`src/rtl/cdl_defs.svh`:
```
// Offsets, field positions, reset values and timing counts of the cooler control
`ifndef CDL_DEFS_SVH
`define CDL_DEFS_SVH
// ****************************************
// Clock and time base
// ****************************************
`define CDL_CLK_MHZ 100
`define CDL_TICK_US 1000
`define CDL_TICK_CYCLES (`CDL_TICK_US * `CDL_CLK_MHZ)
// Times below are counted in 1 ms ticks
`define CDL_SEQ_STEP_MS 1000
`define CDL_HOLD_MS 500
`define CDL_IDLE_MS 5000
`define CDL_DOOR_MSG_MS 30000
`define CDL_BEEP_REPEAT_MS 30000
`define CDL_BEEP_MS 100
`define CDL_FAST_MS 150
`define CDL_MIN_MS 60000
`define CDL_DELAY_MAX 20
`define CDL_SP_MAX 39
`define CDL_SP_MIN -40
// ****************************************
// Register offsets
// ****************************************
`define CDL_CFG0_OFS 8'h00
`define CDL_CFG1_OFS 8'h04
`define CDL_STATUS_OFS 8'h08
`define CDL_SETPOINT_OFS 8'h0C
`define CDL_IRQ_STAT_OFS 8'h10
`define CDL_IRQ_EN_OFS 8'h14
`define CDL_IRQ_CLR_OFS 8'h18
// ****************************************
// Field positions and reset values
// ****************************************
`define CDL_F_START 1:0
`define CDL_F_AUX 3:2
`define CDL_F_LIGHT 5:4
`define CDL_F_LOC 6
`define CDL_F_BUZZ 7
`define CDL_F_DELAY 12:8
`define CDL_F_STILL 19:16
`define CDL_F_MAXDFT 7:0
`define CDL_F_ENDT 15:8
`define CDL_CFG0_RST 32'h000301F8
`define CDL_CFG1_RST 32'h0000051E
`define CDL_SETPOINT_RST 8'h02
`define CDL_IRQ_BITS 5
`endif

```
`src/rtl/cdl_pkg.sv`:
```
// Types shared by the cooler control block
package cdl_pkg;
  typedef enum logic [2:0] {
    CDL_ST_DOTS1 = 3'b000,
    CDL_ST_REL = 3'b001,
    CDL_ST_DOTS2 = 3'b010,
    CDL_ST_STANDBY = 3'b011,
    CDL_ST_RUN = 3'b100
  } cdl_state_type;
  typedef enum logic [2:0] {
    CDL_DISP_DOTS = 3'b000,
    CDL_DISP_RELEASE = 3'b001,
    CDL_DISP_DASHES = 3'b010,
    CDL_DISP_TEMP = 3'b011,
    CDL_DISP_SETPOINT = 3'b100,
    CDL_DISP_DOOR = 3'b101,
    CDL_DISP_DEFROST = 3'b110
  } cdl_disp_type;
endpackage

```
`src/rtl/cdl_ctrl.sv`:
```
// Cooler door, light, defrost and keypad control with APB registers
// How it works
// - At start, defrost never, only after outage during defrost, or always
// - Auxiliary input is none, door closed-when-open, door open-when-open, window sensor
// - Light follows door, keyboard, or both, per lighting selection
// - Door open 30 s shows the door message
// - With buzzer, short beep at message, repeated every 30 s
// - After alarm delay with door open: flash message unless defrosting, buzzer on, compressor off
// - Zero alarm delay raises alarm at once on opening
// - Door sensor read from actuator module or control module input
// - Power-up: dots 1 s, release, dots 1 s, then dashes
// - On/off key from standby starts running, showing chamber temperature
// - Up or down held 0.5 s enters flashing setpoint entry
// - Each press steps setpoint by one; holding steps faster
// - Five seconds with neither up nor down held leaves entry and stores setpoint
// - Drying key toggles drying mode; green LED shows it
// - Defrost key lights its LED, shows defrost message, starts defrost
// - Defrost ends on time limit or evaporator end temperature
// - Defrost limit 0 to 127 minutes; -1 means no time limit
`include "cdl_defs.svh"
`timescale 1ns/1ns
`default_nettype none
module cdl_ctrl
  import cdl_pkg::*;
#(
  parameter int TICK_CYCLES = `CDL_TICK_CYCLES,
  parameter logic signed [7:0] SW_RELEASE = 8'h03
) (
  input wire logic clock,
  input wire logic rst_n,
  input wire logic psel,
  input wire logic penable,
  input wire logic pwrite,
  input wire logic [7:0] paddr,
  input wire logic [31:0] pwdata,
  output logic [31:0] prdata,
  output logic pready,
  output logic pslverr,
  input wire logic key_onoff,
  input wire logic key_up,
  input wire logic key_down,
  input wire logic key_dry,
  input wire logic key_defrost,
  input wire logic key_light,
  input wire logic door_act_in,
  input wire logic door_ctl_in,
  input wire logic outage_in_defrost,
  input wire logic signed [7:0] chamber_temp,
  input wire logic signed [7:0] evap_temp,
  output cdl_disp_type disp_code,
  output logic signed [7:0] disp_value,
  output logic disp_flash,
  output logic buzzer,
  output logic light_out,
  output logic comp_permit,
  output logic defrost_heat,
  output logic led_dry,
  output logic led_defrost,
  output logic irq
);
  // ****************************************
  // Parameter check
  // ****************************************
  // Tick counter is 17 bits wide; one clock per tick is allowed for fast runs
  if (TICK_CYCLES < 1 || TICK_CYCLES > 131072) begin : g_bad_tick
    $error("TICK_CYCLES out of range");
  end

  // ****************************************
  // Pin synchronisers and key edges
  // ****************************************
  logic [8:0] pin_raw;
  logic [8:0] sync1;
  logic [8:0] sync2;
  logic [8:0] sync3;
  logic [8:0] pin_flt;
  logic [8:0] pin_flt_d;
  wire [8:0] pin_press = pin_flt & ~pin_flt_d;
  assign pin_raw = {outage_in_defrost, door_ctl_in, door_act_in, key_light,
                    key_defrost, key_dry, key_down, key_up, key_onoff};
  wire k_onoff = pin_press[0];
  wire up_held = pin_flt[1];
  wire dn_held = pin_flt[2];
  wire k_up = pin_press[1];
  wire k_dn = pin_press[2];
  wire k_dry = pin_press[3];
  wire k_dft = pin_press[4];
  wire k_light = pin_press[5];

  // Three stages; a bit moves only when stages two and three agree
  always_ff @(posedge clock or negedge rst_n) begin
    if (!rst_n) begin
      sync1 <= '0;
      sync2 <= '0;
      sync3 <= '0;
      pin_flt <= '0;
      pin_flt_d <= '0;
    end else begin
      sync1 <= pin_raw;
      sync2 <= sync1;
      sync3 <= sync2;
      pin_flt <= (sync2 & sync3) | (pin_flt & (sync2 ^ sync3));
      pin_flt_d <= pin_flt;
    end
  end

  // ****************************************
  // Millisecond tick
  // ****************************************
  logic [16:0] tick_cnt;
  wire ms_tick = (tick_cnt == 17'(TICK_CYCLES - 1));

  // Free running, so every timer shares one phase
  always_ff @(posedge clock or negedge rst_n) begin
    if (!rst_n) tick_cnt <= '0;
    else tick_cnt <= ms_tick ? 17'h0_0000 : tick_cnt + 17'h0_0001;
  end

  // ****************************************
  // APB registers
  // ****************************************
  logic [31:0] cfg0;
  logic [31:0] cfg1;
  logic signed [7:0] setpoint;
  logic [`CDL_IRQ_BITS-1:0] irq_stat;
  logic [`CDL_IRQ_BITS-1:0] irq_en;
  logic [`CDL_IRQ_BITS-1:0] irq_evt;
  logic [31:0] status_word;
  logic [31:0] rdata_mux;
  logic sp_store;
  logic signed [7:0] edit_sp;
  wire wr_en = psel & penable & pwrite;
  wire hit_cfg0 = (paddr == `CDL_CFG0_OFS);
  wire hit_cfg1 = (paddr == `CDL_CFG1_OFS);
  wire hit_stat = (paddr == `CDL_STATUS_OFS);
  wire hit_sp = (paddr == `CDL_SETPOINT_OFS);
  wire hit_is = (paddr == `CDL_IRQ_STAT_OFS);
  wire hit_ie = (paddr == `CDL_IRQ_EN_OFS);
  wire hit_ic = (paddr == `CDL_IRQ_CLR_OFS);
  wire addr_ok = hit_cfg0 | hit_cfg1 | hit_stat | hit_sp | hit_is | hit_ie | hit_ic;
  wire [4:0] delay_wr = pwdata[`CDL_F_DELAY];
  // Oversized delay is clipped so the alarm limit stays in range
  wire [4:0] delay_lim = (delay_wr > 5'd`CDL_DELAY_MAX) ? 5'd`CDL_DELAY_MAX : delay_wr;

  // Config fields
  wire [1:0] startup_defrost_sel = cfg0[`CDL_F_START];
  wire [1:0] aux_sensor_type = cfg0[`CDL_F_AUX];
  wire [1:0] light_source_sel = cfg0[`CDL_F_LIGHT];
  wire door_sensor_location = cfg0[`CDL_F_LOC];
  wire buzzer_fitted = cfg0[`CDL_F_BUZZ];
  wire [4:0] door_alarm_delay = cfg0[`CDL_F_DELAY];
  wire [3:0] min_standstill = cfg0[`CDL_F_STILL];
  wire signed [7:0] max_defrost_time = cfg1[`CDL_F_MAXDFT];
  wire signed [7:0] defrost_end_temp = cfg1[`CDL_F_ENDT];

  // Read mux; unmapped reads return zero with pslverr
  assign rdata_mux = hit_cfg0 ? cfg0 : hit_cfg1 ? cfg1 : hit_stat ? status_word :
                     hit_sp ? {24'h00_0000, setpoint} :
                     hit_is ? {27'h000_0000, irq_stat} :
                     hit_ie ? {27'h000_0000, irq_en} : 32'h0000_0000;
  assign pready = 1'b1;
  assign pslverr = psel & penable & ~addr_ok;
  assign irq = |(irq_stat & irq_en);

  // Config and enable writes; read data caught in the setup cycle
  always_ff @(posedge clock or negedge rst_n) begin
    if (!rst_n) begin
      cfg0 <= `CDL_CFG0_RST;
      cfg1 <= `CDL_CFG1_RST;
      irq_en <= '0;
      prdata <= '0;
    end else begin
      if (wr_en && hit_cfg0) cfg0 <= {12'h000, pwdata[19:16], 3'h0, delay_lim, pwdata[7:0]};
      if (wr_en && hit_cfg1) cfg1 <= {16'h0000, pwdata[15:0]};
      if (wr_en && hit_ie) irq_en <= pwdata[`CDL_IRQ_BITS-1:0];
      if (psel && !penable) prdata <= rdata_mux;
    end
  end

  // Sticky events; a new event wins over a clear in the same cycle
  always_ff @(posedge clock or negedge rst_n) begin
    if (!rst_n) irq_stat <= '0;
    else irq_stat <= (irq_stat & ~((wr_en && hit_ic) ? pwdata[`CDL_IRQ_BITS-1:0] : '0))
                     | irq_evt;
  end

  // ****************************************
  // Power-up sequence and run state
  // ****************************************
  cdl_state_type state;
  cdl_state_type next_state;
  logic [9:0] seq_ms;
  logic boot_dft;
  wire seq_done = ms_tick && (seq_ms == 10'(`CDL_SEQ_STEP_MS - 1));
  wire running = (state == CDL_ST_RUN);

  always_comb begin
    next_state = state;
    case (state)
      CDL_ST_DOTS1: if (seq_done) next_state = CDL_ST_REL;
      CDL_ST_REL: if (seq_done) next_state = CDL_ST_DOTS2;
      CDL_ST_DOTS2: if (seq_done) next_state = CDL_ST_STANDBY;
      // on/off key toggles run and standby
      CDL_ST_STANDBY: if (k_onoff) next_state = CDL_ST_RUN;
      CDL_ST_RUN: if (k_onoff) next_state = CDL_ST_STANDBY;
      default: next_state = CDL_ST_DOTS1;
    endcase
  end

  // Outage flag is sampled as the sequence ends, long after it has settled
  always_ff @(posedge clock or negedge rst_n) begin
    if (!rst_n) begin
      state <= CDL_ST_DOTS1;
      seq_ms <= '0;
      boot_dft <= 1'b0;
    end else begin
      state <= next_state;
      if (next_state != state) seq_ms <= '0;
      else if (ms_tick) seq_ms <= seq_ms + 10'h001;
      // start-up defrost choice, consumed at the first start
      if (state == CDL_ST_DOTS2 && seq_done)
        boot_dft <= (startup_defrost_sel == 2'h2) ||
                    (startup_defrost_sel == 2'h1 && pin_flt[8]);
      else if (running) boot_dft <= 1'b0;
    end
  end

  // ****************************************
  // Door sensing and alarm timing
  // ****************************************
  logic [20:0] door_ms;
  logic [14:0] beep_ms;
  logic [19:0] still_ms;
  logic alarm_d;
  logic door_msg_d;
  wire door_pin = door_sensor_location ? pin_flt[6] : pin_flt[7];
  // polarity by sensor type; types 0 and 3 have no door
  wire door_open = (aux_sensor_type == 2'h1) ? door_pin :
                   (aux_sensor_type == 2'h2) ? ~door_pin : 1'b0;
  wire [20:0] alarm_lim = 21'(door_alarm_delay) * 21'(`CDL_MIN_MS);
  wire door_live = door_open & running;
  wire door_open_msg = door_live && (door_ms >= 21'(`CDL_DOOR_MSG_MS));
  // delay expiry, or zero delay alarms at once
  wire door_alarm = door_live && (door_alarm_delay == 5'h00 || door_ms >= alarm_lim);
  // short beep each time the repeat counter restarts
  wire beep = door_open_msg && (beep_ms < 15'(`CDL_BEEP_MS));

  // Door timers; standstill loaded as the alarm clears
  always_ff @(posedge clock or negedge rst_n) begin
    if (!rst_n) begin
      door_ms <= '0;
      beep_ms <= '0;
      still_ms <= '0;
      alarm_d <= 1'b0;
      door_msg_d <= 1'b0;
    end else begin
      alarm_d <= door_alarm;
      door_msg_d <= door_open_msg;
      if (!door_live) door_ms <= '0;
      else if (ms_tick && door_ms != '1) door_ms <= door_ms + 21'h00_0001;
      if (!door_open_msg) beep_ms <= '0;
      else if (ms_tick)
        beep_ms <= (beep_ms == 15'(`CDL_BEEP_REPEAT_MS - 1)) ? 15'h0000 : beep_ms + 15'h0001;
      // compressor held off for the minimum standstill after a door alarm clears
      if (alarm_d && !door_alarm) still_ms <= 20'(min_standstill) * 20'(`CDL_MIN_MS);
      else if (ms_tick && still_ms != '0) still_ms <= still_ms - 20'h0_0001;
    end
  end

  // ****************************************
  // Defrost, drying and light
  // ****************************************
  logic defrost;
  logic [22:0] dft_ms;
  logic drying;
  logic light_key_on;
  wire [22:0] dft_lim = 23'(max_defrost_time[6:0]) * 23'(`CDL_MIN_MS);
  // negative limit means no time limit
  wire dft_timeout = !max_defrost_time[7] && (dft_ms >= dft_lim);
  // first of time or evaporator temperature ends it
  wire dft_end = defrost && (dft_timeout || evap_temp >= defrost_end_temp || !running);
  // key or start-up choice starts a cycle
  wire dft_start = !defrost && running && (k_dft || boot_dft);

  // Defrost cycle and the two toggles
  always_ff @(posedge clock or negedge rst_n) begin
    if (!rst_n) begin
      defrost <= 1'b0;
      dft_ms <= '0;
      drying <= 1'b0;
      light_key_on <= 1'b0;
    end else begin
      if (dft_start) defrost <= 1'b1;
      else if (dft_end) defrost <= 1'b0;
      if (!defrost) dft_ms <= '0;
      else if (ms_tick && dft_ms != '1) dft_ms <= dft_ms + 23'h00_0001;
      if (running && k_dry) drying <= ~drying;
      if (k_light) light_key_on <= ~light_key_on;
    end
  end

  wire light_next = (light_source_sel == 2'h1) ? door_open :
                    (light_source_sel == 2'h2) ? light_key_on :
                    (light_source_sel == 2'h3) ? (door_open | light_key_on) : 1'b0;

  // ****************************************
  // Setpoint entry
  // ****************************************
  logic ent_active;
  logic [9:0] hold_ms;
  logic [7:0] rpt_ms;
  logic [12:0] idle_ms;
  wire any_held = up_held | dn_held;
  wire hold_done = hold_ms == 10'(`CDL_HOLD_MS);
  wire rpt_step = ms_tick && any_held && hold_done && (rpt_ms == 8'(`CDL_FAST_MS - 1));
  wire step_up = ent_active && (k_up || (rpt_step && up_held));
  wire step_dn = ent_active && (k_dn || (rpt_step && dn_held && !up_held));
  wire ent_enter = running && !ent_active && ms_tick && any_held && hold_done;
  assign sp_store = ent_active && ms_tick && !any_held &&
                    (idle_ms == 13'(`CDL_IDLE_MS - 1));

  // Hold, repeat and idle counters in ms ticks
  always_ff @(posedge clock or negedge rst_n) begin
    if (!rst_n) begin
      hold_ms <= '0;
      rpt_ms <= '0;
      idle_ms <= '0;
    end else begin
      if (!any_held || ent_enter) hold_ms <= '0;
      else if (ms_tick && !hold_done) hold_ms <= hold_ms + 10'h001;
      if (!hold_done || rpt_step) rpt_ms <= '0;
      else if (ms_tick) rpt_ms <= rpt_ms + 8'h01;
      if (any_held || !ent_active) idle_ms <= '0;
      else if (ms_tick) idle_ms <= idle_ms + 13'h0001;
    end
  end

  // Entry value is clamped to the user range
  always_ff @(posedge clock or negedge rst_n) begin
    if (!rst_n) begin
      ent_active <= 1'b0;
      edit_sp <= `CDL_SETPOINT_RST;
      setpoint <= `CDL_SETPOINT_RST;
    end else begin
      // long hold enters entry with the stored value
      if (ent_enter) begin
        ent_active <= 1'b1;
        edit_sp <= setpoint;
      // single step per press, repeated while held
      end else if (step_up && edit_sp < 8'sd`CDL_SP_MAX) begin
        edit_sp <= edit_sp + 8'sd1;
      end else if (step_dn && edit_sp > -8'sd40) begin
        edit_sp <= edit_sp - 8'sd1;
      end
      if (sp_store || !running) ent_active <= 1'b0;
      if (sp_store) setpoint <= edit_sp;
      else if (wr_en && hit_sp) setpoint <= pwdata[7:0];
    end
  end

  // ****************************************
  // Status, events and outputs
  // ****************************************
  assign status_word = {21'h00_0000, ent_active, comp_permit, light_out, drying,
                        defrost, door_alarm, door_open_msg, door_open, state};
  assign irq_evt = {sp_store, dft_end, dft_start, door_alarm & ~alarm_d,
                    door_open_msg & ~door_msg_d};
  cdl_disp_type next_disp;
  logic signed [7:0] next_value;

  // Display priority: entry, defrost, door, temperature
  always_comb begin
    next_value = chamber_temp;
    case (state)
      CDL_ST_DOTS1, CDL_ST_DOTS2: next_disp = CDL_DISP_DOTS;
      CDL_ST_REL: begin
        next_disp = CDL_DISP_RELEASE;
        next_value = SW_RELEASE;
      end
      CDL_ST_STANDBY: next_disp = CDL_DISP_DASHES;
      CDL_ST_RUN: begin
        if (ent_active) begin
          next_disp = CDL_DISP_SETPOINT;
          next_value = edit_sp;
        end else if (defrost) next_disp = CDL_DISP_DEFROST;
        // alarm shows the door message even before the 30 s mark
        else if (door_open_msg || door_alarm) next_disp = CDL_DISP_DOOR;
        else next_disp = CDL_DISP_TEMP;
      end
      default: next_disp = CDL_DISP_DOTS;
    endcase
  end

  // Registered outputs, one cycle behind the state
  always_ff @(posedge clock or negedge rst_n) begin
    if (!rst_n) begin
      disp_code <= CDL_DISP_DOTS;
      disp_value <= '0;
      disp_flash <= 1'b0;
      buzzer <= 1'b0;
      light_out <= 1'b0;
      comp_permit <= 1'b0;
      defrost_heat <= 1'b0;
      led_dry <= 1'b0;
      led_defrost <= 1'b0;
    end else begin
      disp_code <= next_disp;
      disp_value <= next_value;
      disp_flash <= ent_active || (door_alarm && !defrost);
      buzzer <= buzzer_fitted && (beep || door_alarm);
      light_out <= light_next;
      // compressor off under alarm or standstill
      comp_permit <= running && !defrost && !door_alarm && still_ms == '0;
      defrost_heat <= defrost;
      led_dry <= drying;
      led_defrost <= defrost;
    end
  end
endmodule
`default_nettype wire

```
`config.mk`:
```
export PLATFORM = sky130hd
export DESIGN_NAME = cdl_ctrl
export DESIGN_NICKNAME = d
export VERILOG_FILES = /design/src/rtl/cdl_pkg.sv /design/src/rtl/cdl_ctrl.sv
export VERILOG_INCLUDE_DIRS = /design/src /design/src/rtl
export SDC_FILE = /design/constraint.sdc
export NUM_CORES = 1
export LEC_CHECK = 0
export BUFFER_PORTS_ARGS = -buffer_cell sky130_fd_sc_hd__buf_4
export CELL_PAD_IN_SITES_DETAIL_PLACEMENT = 1
export CELL_PAD_IN_SITES_GLOBAL_PLACEMENT = 2
export CORE_MARGIN = 2
export CORE_UTILIZATION = 43
export CTS_CLUSTER_DIAMETER = 50
export DETAILED_ROUTE_END_ITERATION = 10
export PLACE_DENSITY = 0.95
export SYNTH_ARGS = -nofsm -noshare
export SYNTH_HDL_FRONTEND = slang
export SYNTH_SLANG_ARGS = --single-unit
```
`constraint.sdc`:
```
create_clock -name clock -period 12.4 [get_ports clock]
set_clock_uncertainty 0.2 [all_clocks]
set_input_delay 1.24 -clock clock [delete_from_list [all_inputs] [get_ports clock]]
set_output_delay 1.24 -clock clock [all_outputs]
set_load 0.05 [all_outputs]
```
==> summary.md <==
| Metric | Value |
|---|---|
| Worst setup path class | flip-flop to flip-flop |
| CTS tree | built |
| Status | complete, no violations |
| Initial antenna violation count | 0 |
| Family with the most delay on the worst path | compound AO/OA/AOI/OAI gates |
| Power per cell area | 110 nW/um2 |
| Post-route setup TNS | 0 ns |
| WHS Path Cells | 0 |
| Crit path DAT | 6.53 ns |
| Worst-Skew Late Latency | 0.56 ns |
| Slew HR | 0.263 |
| Post-DP Area | 18800 um2 |
| Die area | 42500 um2 |
| CP Max Fanout | 9 |
| Pins Over Slew Limit | 0 |
| CTS Root Buffer Type | clkbuf_16 |
| Routed WL | 48000 um |
| Via density | 5.64 |
| H-tree depth | 2 |
| Worst reg2reg path endpoint | irq_stat[3] |
| DP HPWL | 34800 um |
| # setup viols final | 0 |
| Xor/xnor share of the synthesized area | 0.0722 |
| CP Cell Sequence | inv_1 > ha_1 > fa_1 > inv_1 > ha_1 > fa_1 > ha_1 > a21oi_1 > a21oi_1 > o31ai_1 > o21bai_1 > a21oi_1 > xor2_1 > ha_1 > a21o_1 > a21oi_1 > a21oi_1 > o21ai_0 > a31oi_1 > a2111oi_0 > o21ai_0 |
| Vias in the first global route | 14800 |
| Fill count | 4540 |
| Prevailing post-synth register cell | dfrtp_1 |
| Fin crit period | 6.33 ns |
| Final Hold Slack | 0.155 ns |
| Seq/Total Area, Yosys | 0.407 |
| # rows | 74 |
| Resize count post-CTS | 0 |
| Area Growth Syn to Fin | 14.5% |
| Critical Path End Type | flip-flop |
| WP buf/inv | 2 |
| RSZ-0062 raised after global routing | false |
| FF-to-FF path depth | 21 |
| Wire per inst | 19.8 um |
| Core area | 40600 um2 |
| Place WS | 6.22 ns |
| First-pass GRT wire length | 78700 um |
| GRT Resource Usage Total | 0.234 |
| Flops & latches, synth | 285 |
| Slowest stage delay, CP | 0.88 ns |
| Setup ws final | 6.07 ns |
| Mean Syn Cell Area | 9.98 um2 |
| GR Overflow Total | 0 |
| Yosys warns | 0 |
| Worst vdd ir | 79.6 uV |
| Post-layout util | 0.496 |
| Synth top area cells | dfrtp_1, ha_1, xnor2_1, nor2_1, xor2_1 |
| Distinct cells, synth | 91 |
| Initial drt markers | 657 |
| Startpoint Class | flip-flop |
| Share of the synthesized area in the top cell type | 0.383 |
| PortBufs | 97 |
| Routed vias | 13700 |
| Setup Fix Bufs, Post-CTS | 0 |
| TritonRoute pass-1 iters | 5 |
| CTS Buffer Depth | 3 |
| Post-Synthesis Cell Area | 17600 um2 |
| Area leader, netlist | dfrtp_1 |
| Largest net degree at the start of global routing | 165 |
| R2r setup slk | 6.07 ns |
| Max Cap Viol | 0 |
| Die Height | 206 um |
| Critical path required time | 12.60 ns |
| Adder-Cell Fraction of Synth Area | 0.155 |
| Share of cells above drive strength 1 | 0.132 |
| DRC | 0 |
| Final Hold Viols | 0 |
| Simple-gate share of the synthesized area | 0.166 |
| Slowest CP cell | a2111oi_0 |
| Fmax | 158 MHz |
| Largest family of logic cells by synthesized area | simple AND/OR/NAND/NOR gates |
| Synth Area in Compound Gates | 0.118 |
| Number of synthesized flops with an enable pin | 0 |
| Post-synth ARST share | 1.00 |
| Cells after synthesis | 1763 |
| Period Utilization, post-route | 0.511 |
| CTS Sinks | 285 |
| Starting Density | 0.433 |
| Hold Crit Class | flip-flop to flip-flop |
| Worst r2r src | cfg1[5] |
| Most common cell after layout, fill and taps aside | dfrtp_1 |
| DRT antenna net count | 0 |
| I/O pins | 123 |
| Mux share of post-synthesis cell area | 0.0435 |
| Most used cell, CP | a21oi_1 |
| Total CTS buffers | 38 |
| LEAKAGE | 9.57 nW |
| Worst-Margin Slew | 1.10 ns |
| Layout Nets | 2133 |
| GP Congestion | 0.858 |
| Cts-stage hold buffer count | 0 |
| Worst Hold Endpoint | sync2[3] |
| Fin area | 20100 um2 |
| Hold Startpoint | sync1[3] |
| Most frequent cells in the layout | dfrtp_1, ha_1, nor2_1, nand2_1 |
| Register clock-pin slew on the reported worst setup and hold paths | 0.06 ns |
| Antenna cell count | 0 |
| Die Span X | 206 um |
-- worst register-to-register path, delay by kind of cell (launching register included) --
kind,cells,cell delay (ns)
adder cells (fa/ha/maj),6,2.13
flip-flops,1,0.63
AO/OA/AOI/OAI,12,2.91
buffers and inverters,2,0.16
XOR/XNOR,1,0.13
-- per-stage QoR --
stage,total power [mW],cells
2_1_floorplan,1.04,1774
3_3_place_gp,1.10,2354
3_5_place_dp,1.11,2354
4_1_cts,2.25,2422
5_1_grt,2.30,2422
6_report,2.23,2422
-- cells by family after synthesis --
group / Yosys count
AND/OR/NAND/NOR: 579
AO/OA/AOI/OAI: 320
flip-flops: 285
adder cells (fa/ha/maj): 201
buffers and inverters: 161
XOR/XNOR: 145
multiplexers: 70
other: 2
-- cell usage after synthesis (5+ instances only) --
cell type / instances
and2_1: 11
nand3_1: 52
nor2_1: 161
and4_1: 15
o21a_1: 6
nor3_1: 32
o22ai_1: 5
mux2_2: 40
o21bai_1: 6
buf_4: 14
a22oi_1: 18
nor4_1: 10
and3_1: 20
fa_1: 28
o31ai_1: 8
nand2b_1: 17
buf_2: 10
dfrtp_1: 269
ha_1: 173
nor3b_1: 5
nand4b_1: 5
or3_1: 27
mux2i_1: 28
dfstp_2: 16
nand2_1: 139
xor2_1: 65
clkbuf_1: 30
or2_2: 9
nand4_1: 33
nor2b_1: 11
a21oi_1: 86
a21o_1: 26
inv_1: 103
a211o_1: 6
xnor2_1: 80
a22o_1: 9
a211oi_1: 6
o21ai_0: 86
a31oi_1: 9
-- metal layers --
layer	part of all wire	GRT usage	vias to the layer above
met5	0	0	-
met4	0.028	0.0783	0
met3	0.030	0.0312	89
met2	0.52	0.417	204
met1	0.42	0.291	6950
li1	-	-	6419
-- how the worst max path moves through the flow --
| stage | to | slack (ns) | from | cells past startpoint |
|---|---|---|---|---|
| after detailed placement | irq_stat[3] | 6.22 | cfg1[5] | 20 |
| after global placement | still_ms[8] | 6.41 | cfg0[11] | 21 |
| after global routing | irq_stat[3] | 5.72 | cfg1[5] | 20 |
| final | irq_stat[3] | 6.07 | cfg1[5] | 21 |
| after CTS | irq_stat[3] | 6.18 | cfg1[5] | 20 |
| after floorplan | irq_stat[3] | 7.26 | cfg1[2] | 19 |
-- power by group --
part	internal (mW)	leakage, nW	switching (mW)
clock network	0.693	0.623	0.443
logic	0.0464	5.20	0.0831
registers	0.947	3.74	0.0122
-- cell type report --
type	instances	area [um2]	area share
clock buffers	49	1050	0.0523
clock inverters	19	259	0.0129
multi-input cells	1328	9810	0.487
well taps	532	666	0.0330
repair buffers	105	808	0.0401
flip-flops and latches	285	7150	0.355
inverters	104	390	0.0194
-- state kept, by name (all words and copies together), names as in the netlist, 3 cells and up --
register    flops
hold_ms        10
state           3
beep_ms        15
sync1           9
still_ms       20
sync2           9
dft_ms         23
sync3           9
seq_ms         10
idle_ms        13
disp_code       3
tick_cnt       17
rpt_ms          8
pin_flt_d       6
cfg1           16
setpoint        8
pin_flt         9
disp_value      8
irq_en          5
cfg0           17
irq_stat        5
prdata         20
edit_sp         8
door_ms        21
Power figures use the tool's default switching activity.
